==> config.mk <==
export PLATFORM = sky130hd
export DESIGN_NAME = opc_phy_ctrl
export DESIGN_NICKNAME = d
export VERILOG_FILES = /design/src/opc_pkg.sv /design/src/opc_reg_if.sv /design/src/opc_phy_ctrl.sv /design/src/opc_reg_bank.sv
export SDC_FILE = /design/constraint.sdc
export NUM_CORES = 1
export LEC_CHECK = 0
export BUFFER_PORTS_ARGS = -buffer_cell sky130_fd_sc_hd__clkbuf_2
export CAP_MARGIN = 10
export CORE_UTILIZATION = 55
export CTS_BUF_LIST = sky130_fd_sc_hd__clkbuf_4 sky130_fd_sc_hd__clkbuf_8
export DETAILED_ROUTE_END_ITERATION = 6
export PLACE_DENSITY = 0.73
export SLEW_MARGIN = 5
export SYNTH_ARGS = -nofsm -noshare
export SYNTH_HDL_FRONTEND = slang
export SYNTH_SLANG_ARGS = --single-unit
==> constraint.sdc <==
create_clock -name mclk -period 2.6 [get_ports mclk]
set_input_delay 0.26 -clock mclk [delete_from_list [all_inputs] [get_ports mclk]]
set_output_delay 0.26 -clock mclk [all_outputs]
set_load 0.05 [all_outputs]
==> src/opc_pkg.sv <==
// Constants shared by the control register bank and its serial front end.
// Assumes byte-wide registers addressed by an eight-bit register pointer.
package opc_pkg;
    // Register addresses
    localparam logic [7:0] A_MAKER_LO = 8'h00;
    localparam logic [7:0] A_MAKER_HI = 8'h01;
    localparam logic [7:0] A_PART_LO  = 8'h02;
    localparam logic [7:0] A_PART_HI  = 8'h03;
    localparam logic [7:0] A_C1_SET   = 8'h04;
    localparam logic [7:0] A_C1_CLR   = 8'h05;
    localparam logic [7:0] A_C2_SET   = 8'h06;
    localparam logic [7:0] A_C2_CLR   = 8'h07;
    // First control register fields
    localparam int B_SPEED   = 0;
    localparam int B_SUSPEND = 1;
    localparam int B_ENCODE  = 2;
    localparam int B_ACON_EN = 4;
    localparam int B_OEINT   = 5;
    localparam int B_UART    = 6;
    localparam int B_UART_IO = 7;
    // Second control register fields
    localparam int B_DPPU    = 0;
    localparam int B_DMPU    = 1;
    localparam int B_DPPD    = 2;
    localparam int B_DMPD    = 3;
    localparam int B_IDGND   = 4;
    localparam int B_VBDRV   = 5;
    localparam int B_VBDIS   = 6;
    // Reset values
    localparam logic [7:0] C1_RESET  = 8'h00;
    localparam logic [7:0] C2_RESET  = 8'h00;
    localparam logic [7:0] BYTE_ZERO = 8'h00;
    // Serial bus constants
    localparam logic [6:0] DEV_ADDR_DEF = 7'h2D;
    localparam logic [3:0] BITS_BYTE    = 4'h8;
    localparam logic [3:0] BITS_LAST    = 4'h7;
    // Identification words, values arbitrary
    localparam logic [15:0] MAKER_DEF = 16'hA55A;
    localparam logic [15:0] PART_DEF  = 16'h0C3E;

    typedef enum logic [8:0] {
        ST_IDLE  = 9'h001,
        ST_ADDR  = 9'h002,
        ST_AACK  = 9'h004,
        ST_REG   = 9'h008,
        ST_RACKW = 9'h010,
        ST_WDATA = 9'h020,
        ST_WACK  = 9'h040,
        ST_RDATA = 9'h080,
        ST_MACK  = 9'h100
    } opc_state_e;
endpackage

==> src/opc_reg_if.sv <==
// Internal carrier between the serial front end and the register bank.
// Assumes both ends run on the same clock.
`timescale 1ns/10ps
interface opc_reg_if;
    logic       wr_stb;
    logic [7:0] addr;
    logic [7:0] wdata;
    logic [7:0] rdata;
    logic       acon_set;
    logic [7:0] ctrl1;
    logic [7:0] ctrl2;
    modport front (output wr_stb, output addr, output wdata, output acon_set,
                   input rdata, input ctrl1, input ctrl2);
    modport bank  (input wr_stb, input addr, input wdata, input acon_set,
                   output rdata, output ctrl1, output ctrl2);
endinterface

==> src/opc_phy_ctrl.sv <==
// Behaviour
// - Writing ones to a set address sets those bits, others unchanged.
// - Writing ones to a clear address clears those bits, others unchanged.
// - Set and clear addresses read the same contents, no side effect.
// - Read-only maker code, low byte at address zero, high byte next.
// - Read-only part code, low byte at address two, high at three.
// - First control bit zero selects low speed (0) or full speed (1).
// - First control bit two selects pair inputs (0) or data plus zero (1).
// - With bit four set, SE0 attaches the D+ pull-up and raises a flag.
// - Bit five with suspend makes the interrupt pin an active-low output.
// - Bit six picks UART mode; bit seven remaps general pins to UART.
// - Second control bits zero to three switch the four line resistors.
// - Second control bit four grounds the ID pin.
// - Second control bit five powers VBUS from the charge pump.
// - Second control bit six discharges VBUS through a resistor.
// - All control bits are zero after reset.
//
// Top of the transceiver control block: two-wire serial slave plus pin controls.
// Assumes scl and sda arrive asynchronously and are much slower than mclk;
// the board resolves sda from sda_oe (driven low while sda_oe is high).
`timescale 1ns/10ps
module opc_phy_ctrl
    import opc_pkg::*;
#(
    parameter logic [6:0]  DEV_ADDR   = DEV_ADDR_DEF,
    parameter logic [15:0] MAKER_CODE = MAKER_DEF,
    parameter logic [15:0] PART_CODE  = PART_DEF
) (
    input  wire logic mclk,
    input  wire logic rst_n,
    input  wire logic scl_in,
    input  wire logic sda_in,
    output logic      sda_out,
    output logic      sda_oe,
    input  wire logic se0_in,
    input  wire logic irq_req,
    output logic      oe_int_n_out,
    output logic      oe_int_oe,
    output logic      acon_flag,
    output logic      line_speed_full,
    output logic      low_power,
    output logic      line_encoding_select,
    output logic      uart_mode,
    output logic      gpio0_uart_rx,
    output logic      gpio1_uart_tx,
    output logic      dplus_pullup,
    output logic      dminus_pullup,
    output logic      dplus_pulldown,
    output logic      dminus_pulldown,
    output logic      id_pin_ground_drive,
    output logic      vbus_pump_drive,
    output logic      vbus_discharge
);
    typedef struct packed {
        logic [2:0] scl_s;
        logic [2:0] sda_s;
        logic [2:0] se0_s;
        logic       scl_f;
        logic       sda_f;
        logic       se0_f;
        opc_state_e st;
        logic [3:0] cnt;
        logic [7:0] shift;
        logic [7:0] ptr;
        logic       rw;
        logic       nack;
        logic       wr_stb;
        logic       acon_set;
        logic       sda_oe;
        logic       sda_out;
        logic       acon_flag;
        logic       oe_int_oe;
        logic       oe_int_n;
        logic [7:0] c1_out;
        logic [6:0] c2_out;
    } opc_top_s;

    opc_top_s q, d;
    opc_reg_if rif ();

    opc_reg_bank #(
        .MAKER_CODE (MAKER_CODE),
        .PART_CODE  (PART_CODE)
    ) u_bank (
        .mclk  (mclk),
        .rst_n (rst_n),
        .rif   (rif)
    );

    logic scl_n;
    logic sda_n;
    logic se0_n;
    logic scl_rise;
    logic scl_fall;
    logic start_ev;
    logic stop_ev;

    always_comb begin
        // A level counts only once the second and third stages agree
        scl_n = (q.scl_s[1] == q.scl_s[2]) ? q.scl_s[2] : q.scl_f;
        sda_n = (q.sda_s[1] == q.sda_s[2]) ? q.sda_s[2] : q.sda_f;
        se0_n = (q.se0_s[1] == q.se0_s[2]) ? q.se0_s[2] : q.se0_f;
        scl_rise = !q.scl_f && scl_n;
        scl_fall = q.scl_f && !scl_n;
        start_ev = q.scl_f && scl_n && q.sda_f && !sda_n;
        stop_ev  = q.scl_f && scl_n && !q.sda_f && sda_n;
    end

    always_comb begin
        d = q;
        d.scl_s = {q.scl_s[1:0], scl_in};
        d.sda_s = {q.sda_s[1:0], sda_in};
        d.se0_s = {q.se0_s[1:0], se0_in};
        d.scl_f = scl_n;
        d.sda_f = sda_n;
        d.se0_f = se0_n;
        d.wr_stb   = 1'b0;
        d.acon_set = 1'b0;
        d.sda_out  = 1'b0;

        // Byte-wide access over the two-wire bus
        if (start_ev) begin
            d.st     = ST_ADDR;
            d.cnt    = 4'h0;
            d.sda_oe = 1'b0;
        end else if (stop_ev) begin
            d.st     = ST_IDLE;
            d.sda_oe = 1'b0;
        end else if (scl_rise) begin
            case (q.st)
                ST_ADDR,
                ST_REG,
                ST_WDATA: begin
                    d.shift = {q.shift[6:0], sda_n};
                    d.cnt   = 4'(q.cnt + 4'h1);
                end
                ST_MACK: d.nack = sda_n;
                default: d.nack = q.nack;
            endcase
        end else if (scl_fall) begin
            case (q.st)
                ST_ADDR: begin
                    if (q.cnt == BITS_BYTE) begin
                        if (q.shift[7:1] == DEV_ADDR) begin
                            d.rw     = q.shift[0];
                            d.sda_oe = 1'b1;
                            d.st     = ST_AACK;
                        end else begin
                            // Not ours: stay off the bus until the next start
                            d.st = ST_IDLE;
                        end
                    end
                end
                ST_AACK: begin
                    d.cnt = 4'h0;
                    if (q.rw) begin
                        d.shift  = rif.rdata;
                        d.sda_oe = !rif.rdata[7];
                        d.ptr    = 8'(q.ptr + 8'h01);
                        d.st     = ST_RDATA;
                    end else begin
                        d.sda_oe = 1'b0;
                        d.st     = ST_REG;
                    end
                end
                ST_REG: begin
                    if (q.cnt == BITS_BYTE) begin
                        d.ptr    = q.shift;
                        d.sda_oe = 1'b1;
                        d.st     = ST_RACKW;
                    end
                end
                ST_RACKW: begin
                    d.sda_oe = 1'b0;
                    d.cnt    = 4'h0;
                    d.st     = ST_WDATA;
                end
                ST_WDATA: begin
                    if (q.cnt == BITS_BYTE) begin
                        d.wr_stb = 1'b1;
                        d.sda_oe = 1'b1;
                        d.st     = ST_WACK;
                    end
                end
                ST_WACK: begin
                    // Pointer moves only after the bank has taken the byte
                    d.sda_oe = 1'b0;
                    d.ptr    = 8'(q.ptr + 8'h01);
                    d.cnt    = 4'h0;
                    d.st     = ST_WDATA;
                end
                ST_RDATA: begin
                    d.cnt = 4'(q.cnt + 4'h1);
                    if (q.cnt == BITS_LAST) begin
                        d.sda_oe = 1'b0;
                        d.st     = ST_MACK;
                    end else begin
                        d.shift  = {q.shift[6:0], 1'b0};
                        d.sda_oe = !q.shift[6];
                    end
                end
                ST_MACK: begin
                    if (q.nack) begin
                        d.st = ST_IDLE;
                    end else begin
                        // Reads only move the pointer, never the registers
                        d.shift  = rif.rdata;
                        d.sda_oe = !rif.rdata[7];
                        d.ptr    = 8'(q.ptr + 8'h01);
                        d.cnt    = 4'h0;
                        d.st     = ST_RDATA;
                    end
                end
                default: d.st = ST_IDLE;
            endcase
        end

        // Disconnect attach on a fresh SE0 while enabled
        if (!q.se0_f && se0_n && rif.ctrl1[B_ACON_EN]) begin
            d.acon_set  = 1'b1;
            d.acon_flag = 1'b1;
        end else if (!rif.ctrl1[B_ACON_EN]) begin
            d.acon_flag = 1'b0;
        end

        // Pin only turns output in suspend; in full power the SIE owns it
        d.oe_int_oe = rif.ctrl1[B_OEINT] && rif.ctrl1[B_SUSPEND];
        d.oe_int_n  = !(irq_req || q.acon_flag);
        d.c1_out    = rif.ctrl1;
        d.c2_out    = rif.ctrl2[B_VBDIS:B_DPPU];
    end

    always_ff @(posedge mclk) begin
        if (!rst_n) begin
            q          <= '0;
            q.scl_s    <= 3'h7;
            q.sda_s    <= 3'h7;
            q.scl_f    <= 1'b1;
            q.sda_f    <= 1'b1;
            q.st       <= ST_IDLE;
            q.oe_int_n <= 1'b1;
        end else begin
            q <= d;
        end
    end

    assign rif.wr_stb   = q.wr_stb;
    assign rif.addr     = q.ptr;
    assign rif.wdata    = q.shift;
    assign rif.acon_set = q.acon_set;

    assign sda_out              = q.sda_out;
    assign sda_oe               = q.sda_oe;
    assign oe_int_n_out         = q.oe_int_n;
    assign oe_int_oe            = q.oe_int_oe;
    assign acon_flag            = q.acon_flag;
    assign line_speed_full      = q.c1_out[B_SPEED];
    assign low_power            = q.c1_out[B_SUSPEND];
    assign line_encoding_select = q.c1_out[B_ENCODE];
    assign uart_mode            = q.c1_out[B_UART];
    assign gpio0_uart_rx        = q.c1_out[B_UART_IO];
    assign gpio1_uart_tx        = q.c1_out[B_UART_IO];
    assign dplus_pullup         = q.c2_out[B_DPPU];
    assign dminus_pullup        = q.c2_out[B_DMPU];
    assign dplus_pulldown       = q.c2_out[B_DPPD];
    assign dminus_pulldown      = q.c2_out[B_DMPD];
    assign id_pin_ground_drive  = q.c2_out[B_IDGND];
    assign vbus_pump_drive      = q.c2_out[B_VBDRV];
    assign vbus_discharge       = q.c2_out[B_VBDIS];
endmodule

==> src/opc_reg_bank.sv <==
// Byte-wide register bank: identification words and two set/clear control registers.
// Assumes one write strobe per byte and a pointer held stable while read data settle.
`timescale 1ns/10ps
module opc_reg_bank
    import opc_pkg::*;
#(
    parameter logic [15:0] MAKER_CODE = MAKER_DEF,
    parameter logic [15:0] PART_CODE  = PART_DEF
) (
    input wire logic mclk,
    input wire logic rst_n,
    opc_reg_if.bank  rif
);
    typedef struct packed {
        logic [7:0] ctrl1;
        logic [7:0] ctrl2;
        logic [7:0] rdata;
    } opc_bank_s;

    opc_bank_s q, d;

    always_comb begin
        d = q;
        if (rif.wr_stb) begin
            case (rif.addr)
                A_C1_SET: d.ctrl1 = q.ctrl1 | rif.wdata;
                A_C1_CLR: d.ctrl1 = q.ctrl1 & ~rif.wdata;
                A_C2_SET: d.ctrl2 = q.ctrl2 | rif.wdata;
                A_C2_CLR: d.ctrl2 = q.ctrl2 & ~rif.wdata;
                default:  d = q;
            endcase
        end
        // Hardware attach applied after the clear so it wins a same-cycle clear
        if (rif.acon_set) begin
            d.ctrl2[B_DPPU] = 1'b1;
        end
        // Both addresses of a set/clear pair read the same contents
        case (rif.addr)
            A_MAKER_LO: d.rdata = MAKER_CODE[7:0];
            A_MAKER_HI: d.rdata = MAKER_CODE[15:8];
            A_PART_LO:  d.rdata = PART_CODE[7:0];
            A_PART_HI:  d.rdata = PART_CODE[15:8];
            A_C1_SET,
            A_C1_CLR:   d.rdata = q.ctrl1;
            A_C2_SET,
            A_C2_CLR:   d.rdata = q.ctrl2;
            default:    d.rdata = BYTE_ZERO;
        endcase
    end

    always_ff @(posedge mclk) begin
        if (!rst_n) begin
            q <= {C1_RESET, C2_RESET, BYTE_ZERO};
        end else begin
            q <= d;
        end
    end

    assign rif.ctrl1 = q.ctrl1;
    assign rif.ctrl2 = q.ctrl2;
    assign rif.rdata = q.rdata;
endmodule

Word-level counts from Yosys, hierarchy flattened
Index checks and enable logic that the tools add are counted.

operators by class
  add/subtract/negate cells = 2
  equal/unequal tests = 39
  multiplexer cells = 50
  bitwise gates (word level) = 11
  reductions and logical operators = 50

operator list
  operator                                             number
  two-way mux 9 bit                                    8
  one-hot mux 9 bit (7 select lines)                   1
  one-hot mux 8 bit (6 select lines)                   1
  equality test 8 x 3 -> 1 bit, second input constant  4
  two-way mux 8 bit                                    4
  one-hot mux 8 bit (2 select lines)                   2
  one-hot mux 8 bit (4 select lines)                   1
  two-way mux 30 bit                                   1
  two-way mux 12 bit                                   2
  one-hot mux 8 bit (3 select lines)                   1
  two-way mux 23 bit                                   1
  two-way mux 1 bit                                    22
  two-way mux 20 bit                                   1
  bitwise AND 8 bit                                    2
  equality test 8 x 2 -> 1 bit, second input constant  2
  two-way mux 16 bit                                   1
  inequality test 2 bit, second input constant         8
  inequality test 4 bit, second input constant         4
  bitwise OR 8 bit                                     2
  AND reduction 8 bit                                  2
  AND reduction 7 bit                                  2
  two-way mux 13 bit                                   1
  one-hot mux 4 bit (3 select lines)                   1
  AND reduction 6 bit                                  2
  other kinds (36)                                     76

storage, ports and cells
  bits in registers = 89
  input bits = 6
  output and inout port bits = 18
  logic and storage cells = 178

Longest topological paths before layout
Gate-level depths: netlist of run 1.

  word-level depth = 8
  depth in mapped cells = 11
  depth with buffers taken out = 10

By module
From an unflattened synthesis of run 1, not the netlist that was laid out.

second synthesis, totals
  cells, all modules = 462
  area, all modules = 4201.5 µm²

modules (own cells, without submodules)
  module        times used  cells an instance  area an instance (µm²)  sequential area each (µm²)
  opc_phy_ctrl  1           351                3115.5                  1221.2
  opc_reg_bank  1           111                1086.0                  480.5

Worst setup path after synthesis of run 1
No wires, ideal clock.

  path kind = reg2reg
  from = register q[55] in the netlist's numbering
  to = register q (netlist bit rif.addr[3])
  arrival = 2106 ps
  data required time = 2508 ps
  setup slack = 402 ps
  stages on the path, launching flop included = 11
  path buffers = 1
  period minus slack after synthesis = 2198 ps
  path through = dfxtp_1 -> inv_1 -> nand2_1 -> o21a_1 -> ha_1 -> nand4b_1 -> nand2_1 -> a211o_1 -> or3_1 -> clkbuf_1 -> o32ai_1

RTL lines
  item                line                source
  start: declaration  opc_phy_ctrl.sv:78  opc_top_s q, d;

==> summary.txt, run 1 <==
Global routing
  – Largest net degree at the start of global routing: 24
  – Total GRT Usage: 26.99%
  – Number of global-route vias before repair: about 3200
  – Global route overflow: 0
  – Initial antenna violation count: 0
  – First-pass GRT wire length: ~16000 um

Power
  – Seq pwr share: 55.7%
  – Sw Ratio: 24.09%
  – Total power: 2.364 mW
  – Max IR drop VDD: between 0.2 and 0.3 mV
  – Combinational share of power: 2.3%
  – Clock Power Share: around two fifths
  – NetSw: roughly 570 uW
  – Int Power: roughly 1.8 mW
  – Pleak: around 1.7 nW
  – Power density over cell area: between 500 and 600 nW/um^2

STA
  – Slew HR: between 50% and 60%
  – Hold Vio Cnt, Final: 0
  – Minimum clock period: 2.370 ns
  – Clock Skews: roughly 0.0074 ns
  – Achievable frequency: about 420 MHz
  – Worst slew pin tran: 0.7294 ns
  – Slew Limit Fails: 0
  – RSZ-0062 raised after global routing: false
  – Period utilization: between 90% and 100%
  – Fin Setup TNS: 0 ns
  – Setup violators final: 0

Die
  – Die H: between 80 and 90 um
  – FP Rows: 31
  – Top-level I/O count: 24
  – Die area: about 8000 sq um
  – Core area: between 7000 and 8000 sq um
  – DIE WIDTH: 88.63 um
  – Initial Util: a little under three fifths

Placement
  – Dpl hpwl: 7405 um
  – GP Congestion: roughly 0.93
  – Port buffer count: 22

Setup path
  – Req. time, crit path: 2.81 ns
  – Crit start category: register
  – CP Max Fanout: 10
  – Reg2Reg Setup Slack: about 0.23 ns
  – R2R depth: 9
  – R2R Path End: rif.addr[4]
  – Arrival @ worst endpoint: approximately 2.6 ns
  – Worst setup EP type: register
  – Crit Path Category: reg2reg
  – Reg2reg start: q[55]

Logic synthesis
  – Synth cell types: 62
  – Yosys reg bits: between 80 and 90
  – Sequential-to-total area share from yosys stat: between 40% and 50%
  – Cell taking the most area after synthesis: dfxtp_1
  – Netlist Area Pre-Place: roughly 4100 sq um
  – Top FF cell, synth: dfxtp_1
  – Synth top cells by count: 85 x dfxtp_1, 34 x a21oi_1, 31 x nand2_1, 26 x nor2_1, 25 x clkbuf_1
  – EDFF count, synth: 0
  – Asr flop ratio synth: 0%
  – Most common cell in the synthesized netlist: dfxtp_1
  – Gate count of the mapped netlist: about 470
  – Yosys warning count: 0
  – Avg Cell Area, Syn: between 8 and 9 sq um
  – Synth area leaders: dfxtp_1 41%, a21oi_1 4.1%, a211oi_1 3.6%, ha_1 3.0%, a22oi_1 2.9%
  – Syn Nets: between 400 and 500
  – Top-area cell type share of the netlist area: approximately two fifths

Clocking
  – TritonCTS buffer count: 9
  – H-tree depth: 3
  – CTS Root Buffer Type: clkbuf_8
  – Hold_buf cts: 0
  – Clock tree buffer depth: 2
  – Worst-Skew Late Latency: 0.36 ns
  – Post-CTS setup buffers: 0
  – Clock Pin Slew Worst Setup and Hold Paths: approximately 0.090 ns
  – Post_cts resized: 0
  – Clk sinks: 85
  – CTS tree: yes

Layout
  – Antenna diode count: 0
  – Net count, final: between 500 and 600
  – Area Growth Syn to Fin: 11.31%
  – FILL cells: 621
  – Final Core Density: 63.34%
  – Layout cells sized above 1: around 17%

Detailed routing
  – DR WL/cell: 17.06 um
  – Iter 0 DRT Violations: roughly 320
  – Number of remaining DRC errors: 0
  – DRT Pass-1 Iters: 5
  – Remaining antenna violation count: 0
  – Final wirelength: around 10000 um
  – Vias per inst: between 6 and 7
  – Vias: 3598

Status
  – Status: completed

Flow run
  – Max Cap Violations: 0

Min path
  – HP Start: scl_in
  – Hold endpoint: d[63]
  – Hold path cells: 2
  – Tightest Hold Check Type: in2reg
how the worst max path moves through the flow:
stage	from	to	slack (ns)	depth (start not counted)
3_5_place_dp	q[55]	rif.addr[6]	0.25	9
2_1_floorplan	q[55]	rif.addr[3]	0.40	10
3_3_place_gp	q[55]	rif.addr[2]	0.36	9
6_report	q[55]	rif.addr[4]	0.23	9
4_1_cts	q[55]	rif.addr[6]	0.24	9
5_1_grt	q[55]	rif.addr[2]	0.08	9
cells in the final DEF, fill, tap and decap left out, drive strengths merged, types with 14 or more instances in the layout:
cell type and instances:
nand2 31, a21oi 34, dfxtp 85, a211oi 20
and2 16, inv 14, buf 30, clkbuf 31
a22oi 16, nor2 26
layer usage:
| layer | routed length (um) | up-vias | GRT usage [%] |
|---|---|---|---|
| li1 | - | 1772 | - |
| met1 | 4993 | 1687 | 38.84 |
| met2 | 4438 | 126 | 40.42 |
| met3 | 494 | 13 | 5.970 |
| met4 | 159 | 0 | 7.771 |
| met5 | 0 | - | 0 |
logic make-up after synthesis:
logic type / after synthesis / share of synthesized area (%)
AO/OA/AOI/OAI: 132 / 21.58
XOR/XNOR: 4 / 0.8489
adder cells (fa/ha/maj): 11 / 3.274
buffers and inverters: 54 / 6.032
flip-flops: 85 / 41.22
multiplexers: 9 / 2.183
other: 1 / 0.09085
AND/OR/NAND/NOR: 171 / 24.76
area by class of cell:
cell class                      count  area, sq um  share of cell area (%)
Multi-Input combinational cell    328         2177                   47.39
Sequential cell                    85         1702                   37.04
Timing Repair Buffer               52        335.3                   7.298
Clock buffer                        9        123.9                   2.696
Tap cell                           99        123.9                   2.696
Clock inverter                      7        91.34                   1.988
Inverter                           11        41.29                  0.8987
through the flow:
step,hold WS [ns],worst slack (ns),area (sq um),cells
after floorplan,0.3604,0.4022,4128,467
after global placement,0.3969,0.3642,4379,575
after detailed placement,0.3941,0.2480,4379,575
after CTS,0.07086,0.2369,4594,591
after global routing,0.06329,0.08158,4594,591
final,0.07384,0.2296,4594,591
critical path, stage by stage, from the launching register on:
cell       delay, ns
dfxtp_1         0.35
inv_1           0.09
nand2_1         0.05
o21a_1          0.13
ha_1            0.22
nand4bb_1       0.16
nand2_1         0.12
a211o_1         0.39
a2111oi_0       0.57
o32ai_1         0.15
power by group through the flow:
stage / clock network (mW) / registers, mW / logic [mW]
5_1_grt: 1.07 / 1.32 / 0.0611
6_report: 0.992 / 1.32 / 0.0553
4_1_cts: 1.01 / 1.32 / 0.0553
3_5_place_dp: 0 / 1.35 / 0.0555
3_3_place_gp: 0 / 1.35 / 0.0544
2_1_floorplan: 0 / 1.35 / 0.0358
No activity file was read; power rests on OpenSTA's default activity.
==> inputs of run 2 (changes only) <==
Settings changed: CELL_PAD_IN_SITES_DETAIL_PLACEMENT set to 1, CELL_PAD_IN_SITES_GLOBAL_PLACEMENT set to 2, CORE_UTILIZATION 55 to 38, CTS_BUF_LIST sky130_fd_sc_hd__clkbuf_4 sky130_fd_sc_hd__clkbuf_8 to sky130_fd_sc_hd__clkbuf_16, PLACE_DENSITY 0.73 to unset, PLACE_DENSITY_LB_ADDON set to 0.1.
==> run 2 against run 1 <==
Net effect:
- utilization shrank 18 points
- register-to-register slack gained 0.02 ns
- clock-buffer cell count unchanged
- non-clock buffer count is 4 lower
- clock skew shrank 0.0013 ns
- critical path depth down 1
- clock power rose by 33%
==> summary.txt, run 2 (same netlist as run 1, synthesis figures left out) <==
Layout
  – Non-Filler Instances: 624 (+5.6%)
  – Net count, final: 499 (-0.80%)
  – Antenna diode count: 0 (unchanged)
  – Area Growth Syn to Fin: 13.88%
  – Most frequent cells in the layout: 85 x dfxtp_1, 34 x a21oi_1, 31 x nand2_1
  – Most common cell after layout, fill and taps aside: dfxtp_1
  – Layout cells sized above 1: 15.98% (-0.89 points)
  – Final Core Density: 45.13% (-18 points)
  – FILL cells: 1250 (+100%)

Clocking
  – CTS Root Buffer Type: clkbuf_16
  – Post_cts resized: 0 (unchanged)
  – H-tree depth: 3 (unchanged)
  – Worst-Skew Late Latency: 0.34 ns (-0.02 ns)
  – Post-CTS setup buffers: 0 (unchanged)
  – Hold_buf cts: 0 (unchanged)
  – CTS tree: yes
  – Clock Pin Slew Worst Setup and Hold Paths: 0.07 ns (-0.02 ns)
  – Clk sinks: 85 (unchanged)
  – Clock tree buffer depth: 2 (unchanged)
  – TritonCTS buffer count: 9 (unchanged)

Power
  – Int Power: 2.079 mW (+16%)
  – NetSw: 616.1 uW (+8.2%)
  – Seq pwr share: 48.8% (-6.9 points)
  – Sw Ratio: 22.86% (-1.2 points)
  – Total power: 2.695 mW (+14%)
  – Max IR drop VDD: 0.2743 mV (-2.7%)
  – Clock Power Share: 49.1% (+7.1 points)
  – Power density over cell area: 573.3 nW/um^2 (+11%)
  – Pleak: 1.735 nW (+1.5%)
  – Combinational share of power: 2.1% (-0.2 points)

Global routing
  – Largest net degree at the start of global routing: 38 (+58%)
  – Global route overflow: 0 (unchanged)
  – First-pass GRT wire length: 19780 um (+24%)
  – Initial antenna violation count: 0 (unchanged)
  – Number of global-route vias before repair: 3686 (+17%)
  – Total GRT Usage: 22.76% (-4.2 points)

Detailed routing
  – Metal3 WL: 384 um (-22%)
  – Number of remaining DRC errors: 0 (unchanged)
  – Vias per inst: 5.846 (-4.0%)
  – Wl on met1: 6032 um (+21%)
  – Remaining antenna violation count: 0 (unchanged)
  – Final wirelength: 12130 um (+20%)
  – Highest metal used: met4
  – Iter 0 DRT Violations: 190 (-41%)
  – DRT Pass-1 Iters: 4 (-1)
  – DR WL/cell: 19.44 um (+14%)
  – DR WL met2: 5489 um (+24%)
  – Vias: 3648 (+1.4%)

Setup path
  – CP Max Fanout: 10 (unchanged)
  – Req. time, crit path: 2.81 ns (about the same)
  – Worst setup EP type: register
  – Cell family with most CP delay: compound AO/OA/AOI/OAI gates
  – Arrival @ worst endpoint: 2.56 ns (-0.02 ns)
  – Max incr delay on CP: 0.51 ns (-0.06 ns)
  – Crit Path Category: reg2reg
  – Slowest cell on crit path: a21oi_1
  – Reg2Reg Setup Slack: 0.25 ns (+0.02 ns)
  – CP bufs+invs: 1 (unchanged)
  – Crit start category: register
  – Crit-path cells: inv_1, nand2_1, o21a_1, ha_1, nor3_1, a21oi_1, and3_1, a211oi_1

Placement
  – GP Congestion: 0.8509 (-8.1%)
  – Port buffer count: 22 (unchanged)
  – Placed instance count: 608 (+5.7%)
  – Dpl hpwl: 8738 um (+18%)

Die
  – Initial Util: 39.63% (-17 points)
  – Die H: 106.2 um (+20%)
  – DIE WIDTH: 106.2 um (+20%)
  – Die area: 11280 sq um (+44%)
  – Top-level I/O count: 24 (unchanged)
  – FP Rows: 37 (+19%)
  – Core area: 10420 sq um (+44%)

Min path
  – Tightest Hold Check Type: in2reg

STA
  – Fin Setup TNS: 0 ns (unchanged)
  – Clock Skews: 0.006140 ns (-0.001290 ns)
  – RSZ-0062 raised after global routing: false
  – Achievable frequency: 424.7 MHz (+0.68%)
  – Worst Hold Slack: 0.1003 ns (+0.02650 ns)
  – Period utilization: 90.56% (-0.61 points)
  – Worst slew pin tran: 0.6826 ns (-0.04684 ns)
  – Setup violators final: 0 (unchanged)
  – Slew HR: 53.85% (+2.9 points)
  – Hold Vio Cnt, Final: 0 (unchanged)
  – Slew Limit Fails: 0 (unchanged)
  – Minimum clock period: 2.355 ns (-0.01593 ns)

Flow run
  – Max Cap Violations: 0 (unchanged)

Status
  – Status: completed
run 2: power by group through the flow:
stage,logic [mW],clock network [mW],registers [mW]
5_1_grt,0.0622,1.41,1.32
3_5_place_dp,0.0568,0,1.35
4_1_cts,0.0576,1.35,1.32
3_3_place_gp,0.0562,0,1.35
6_report,0.0567,1.32,1.32
2_1_floorplan,0.0358,0,1.35
run 2: final cells by class:
cell class / count / area (sq um) / share of cell area [%]
Sequential cell: 85 / 1702 / 36.20
Timing Repair Buffer: 48 / 305.3 / 6.495
Multi-Input combinational cell: 328 / 2182 / 46.42
Clock buffer: 9 / 225.2 / 4.791
Clock inverter: 7 / 75.07 / 1.597
Inverter: 11 / 41.29 / 0.8784
Tap cell: 136 / 170.2 / 3.620
run 2: worst paths after layout:
check                           startpoint      endpoint  cells past startpoint
worst min register to register       d[60]         d[61]                      1
worst max register to register       q[55]  rif.wdata[3]                      8
worst min-delay path               irq_req  oe_int_n_out                      2
worst max-delay path                 q[55]  rif.wdata[3]                      8
run 2: through the flow:
| step | setup WS (ns) | area [sq um] |
|---|---|---|
| after floorplan | 0.4022 | 4128 |
| after global placement | 0.2852 | 4395 |
| after detailed placement | 0.1937 | 4395 |
| after CTS | 0.1978 | 4696 |
| after global routing | 0.03843 | 4701 |
| final | 0.2455 | 4701 |
run 2: worst register-to-register path, delay by kind of cell, from the launching register on:
family	cells	cell delay [ns]
AO/OA/AOI/OAI	3	0.80
adder cells (fa/ha/maj)	1	0.37
buffers and inverters	1	0.08
flip-flops	1	0.38
AND/OR/NAND/NOR	3	0.60
run 2: per-layer routing:
layer,global-route usage (%),vias to the layer above
met3,3.679,17
li1,-,1763
met2,35.02,67
met5,0,-
met1,32.06,1801
met4,7.937,0
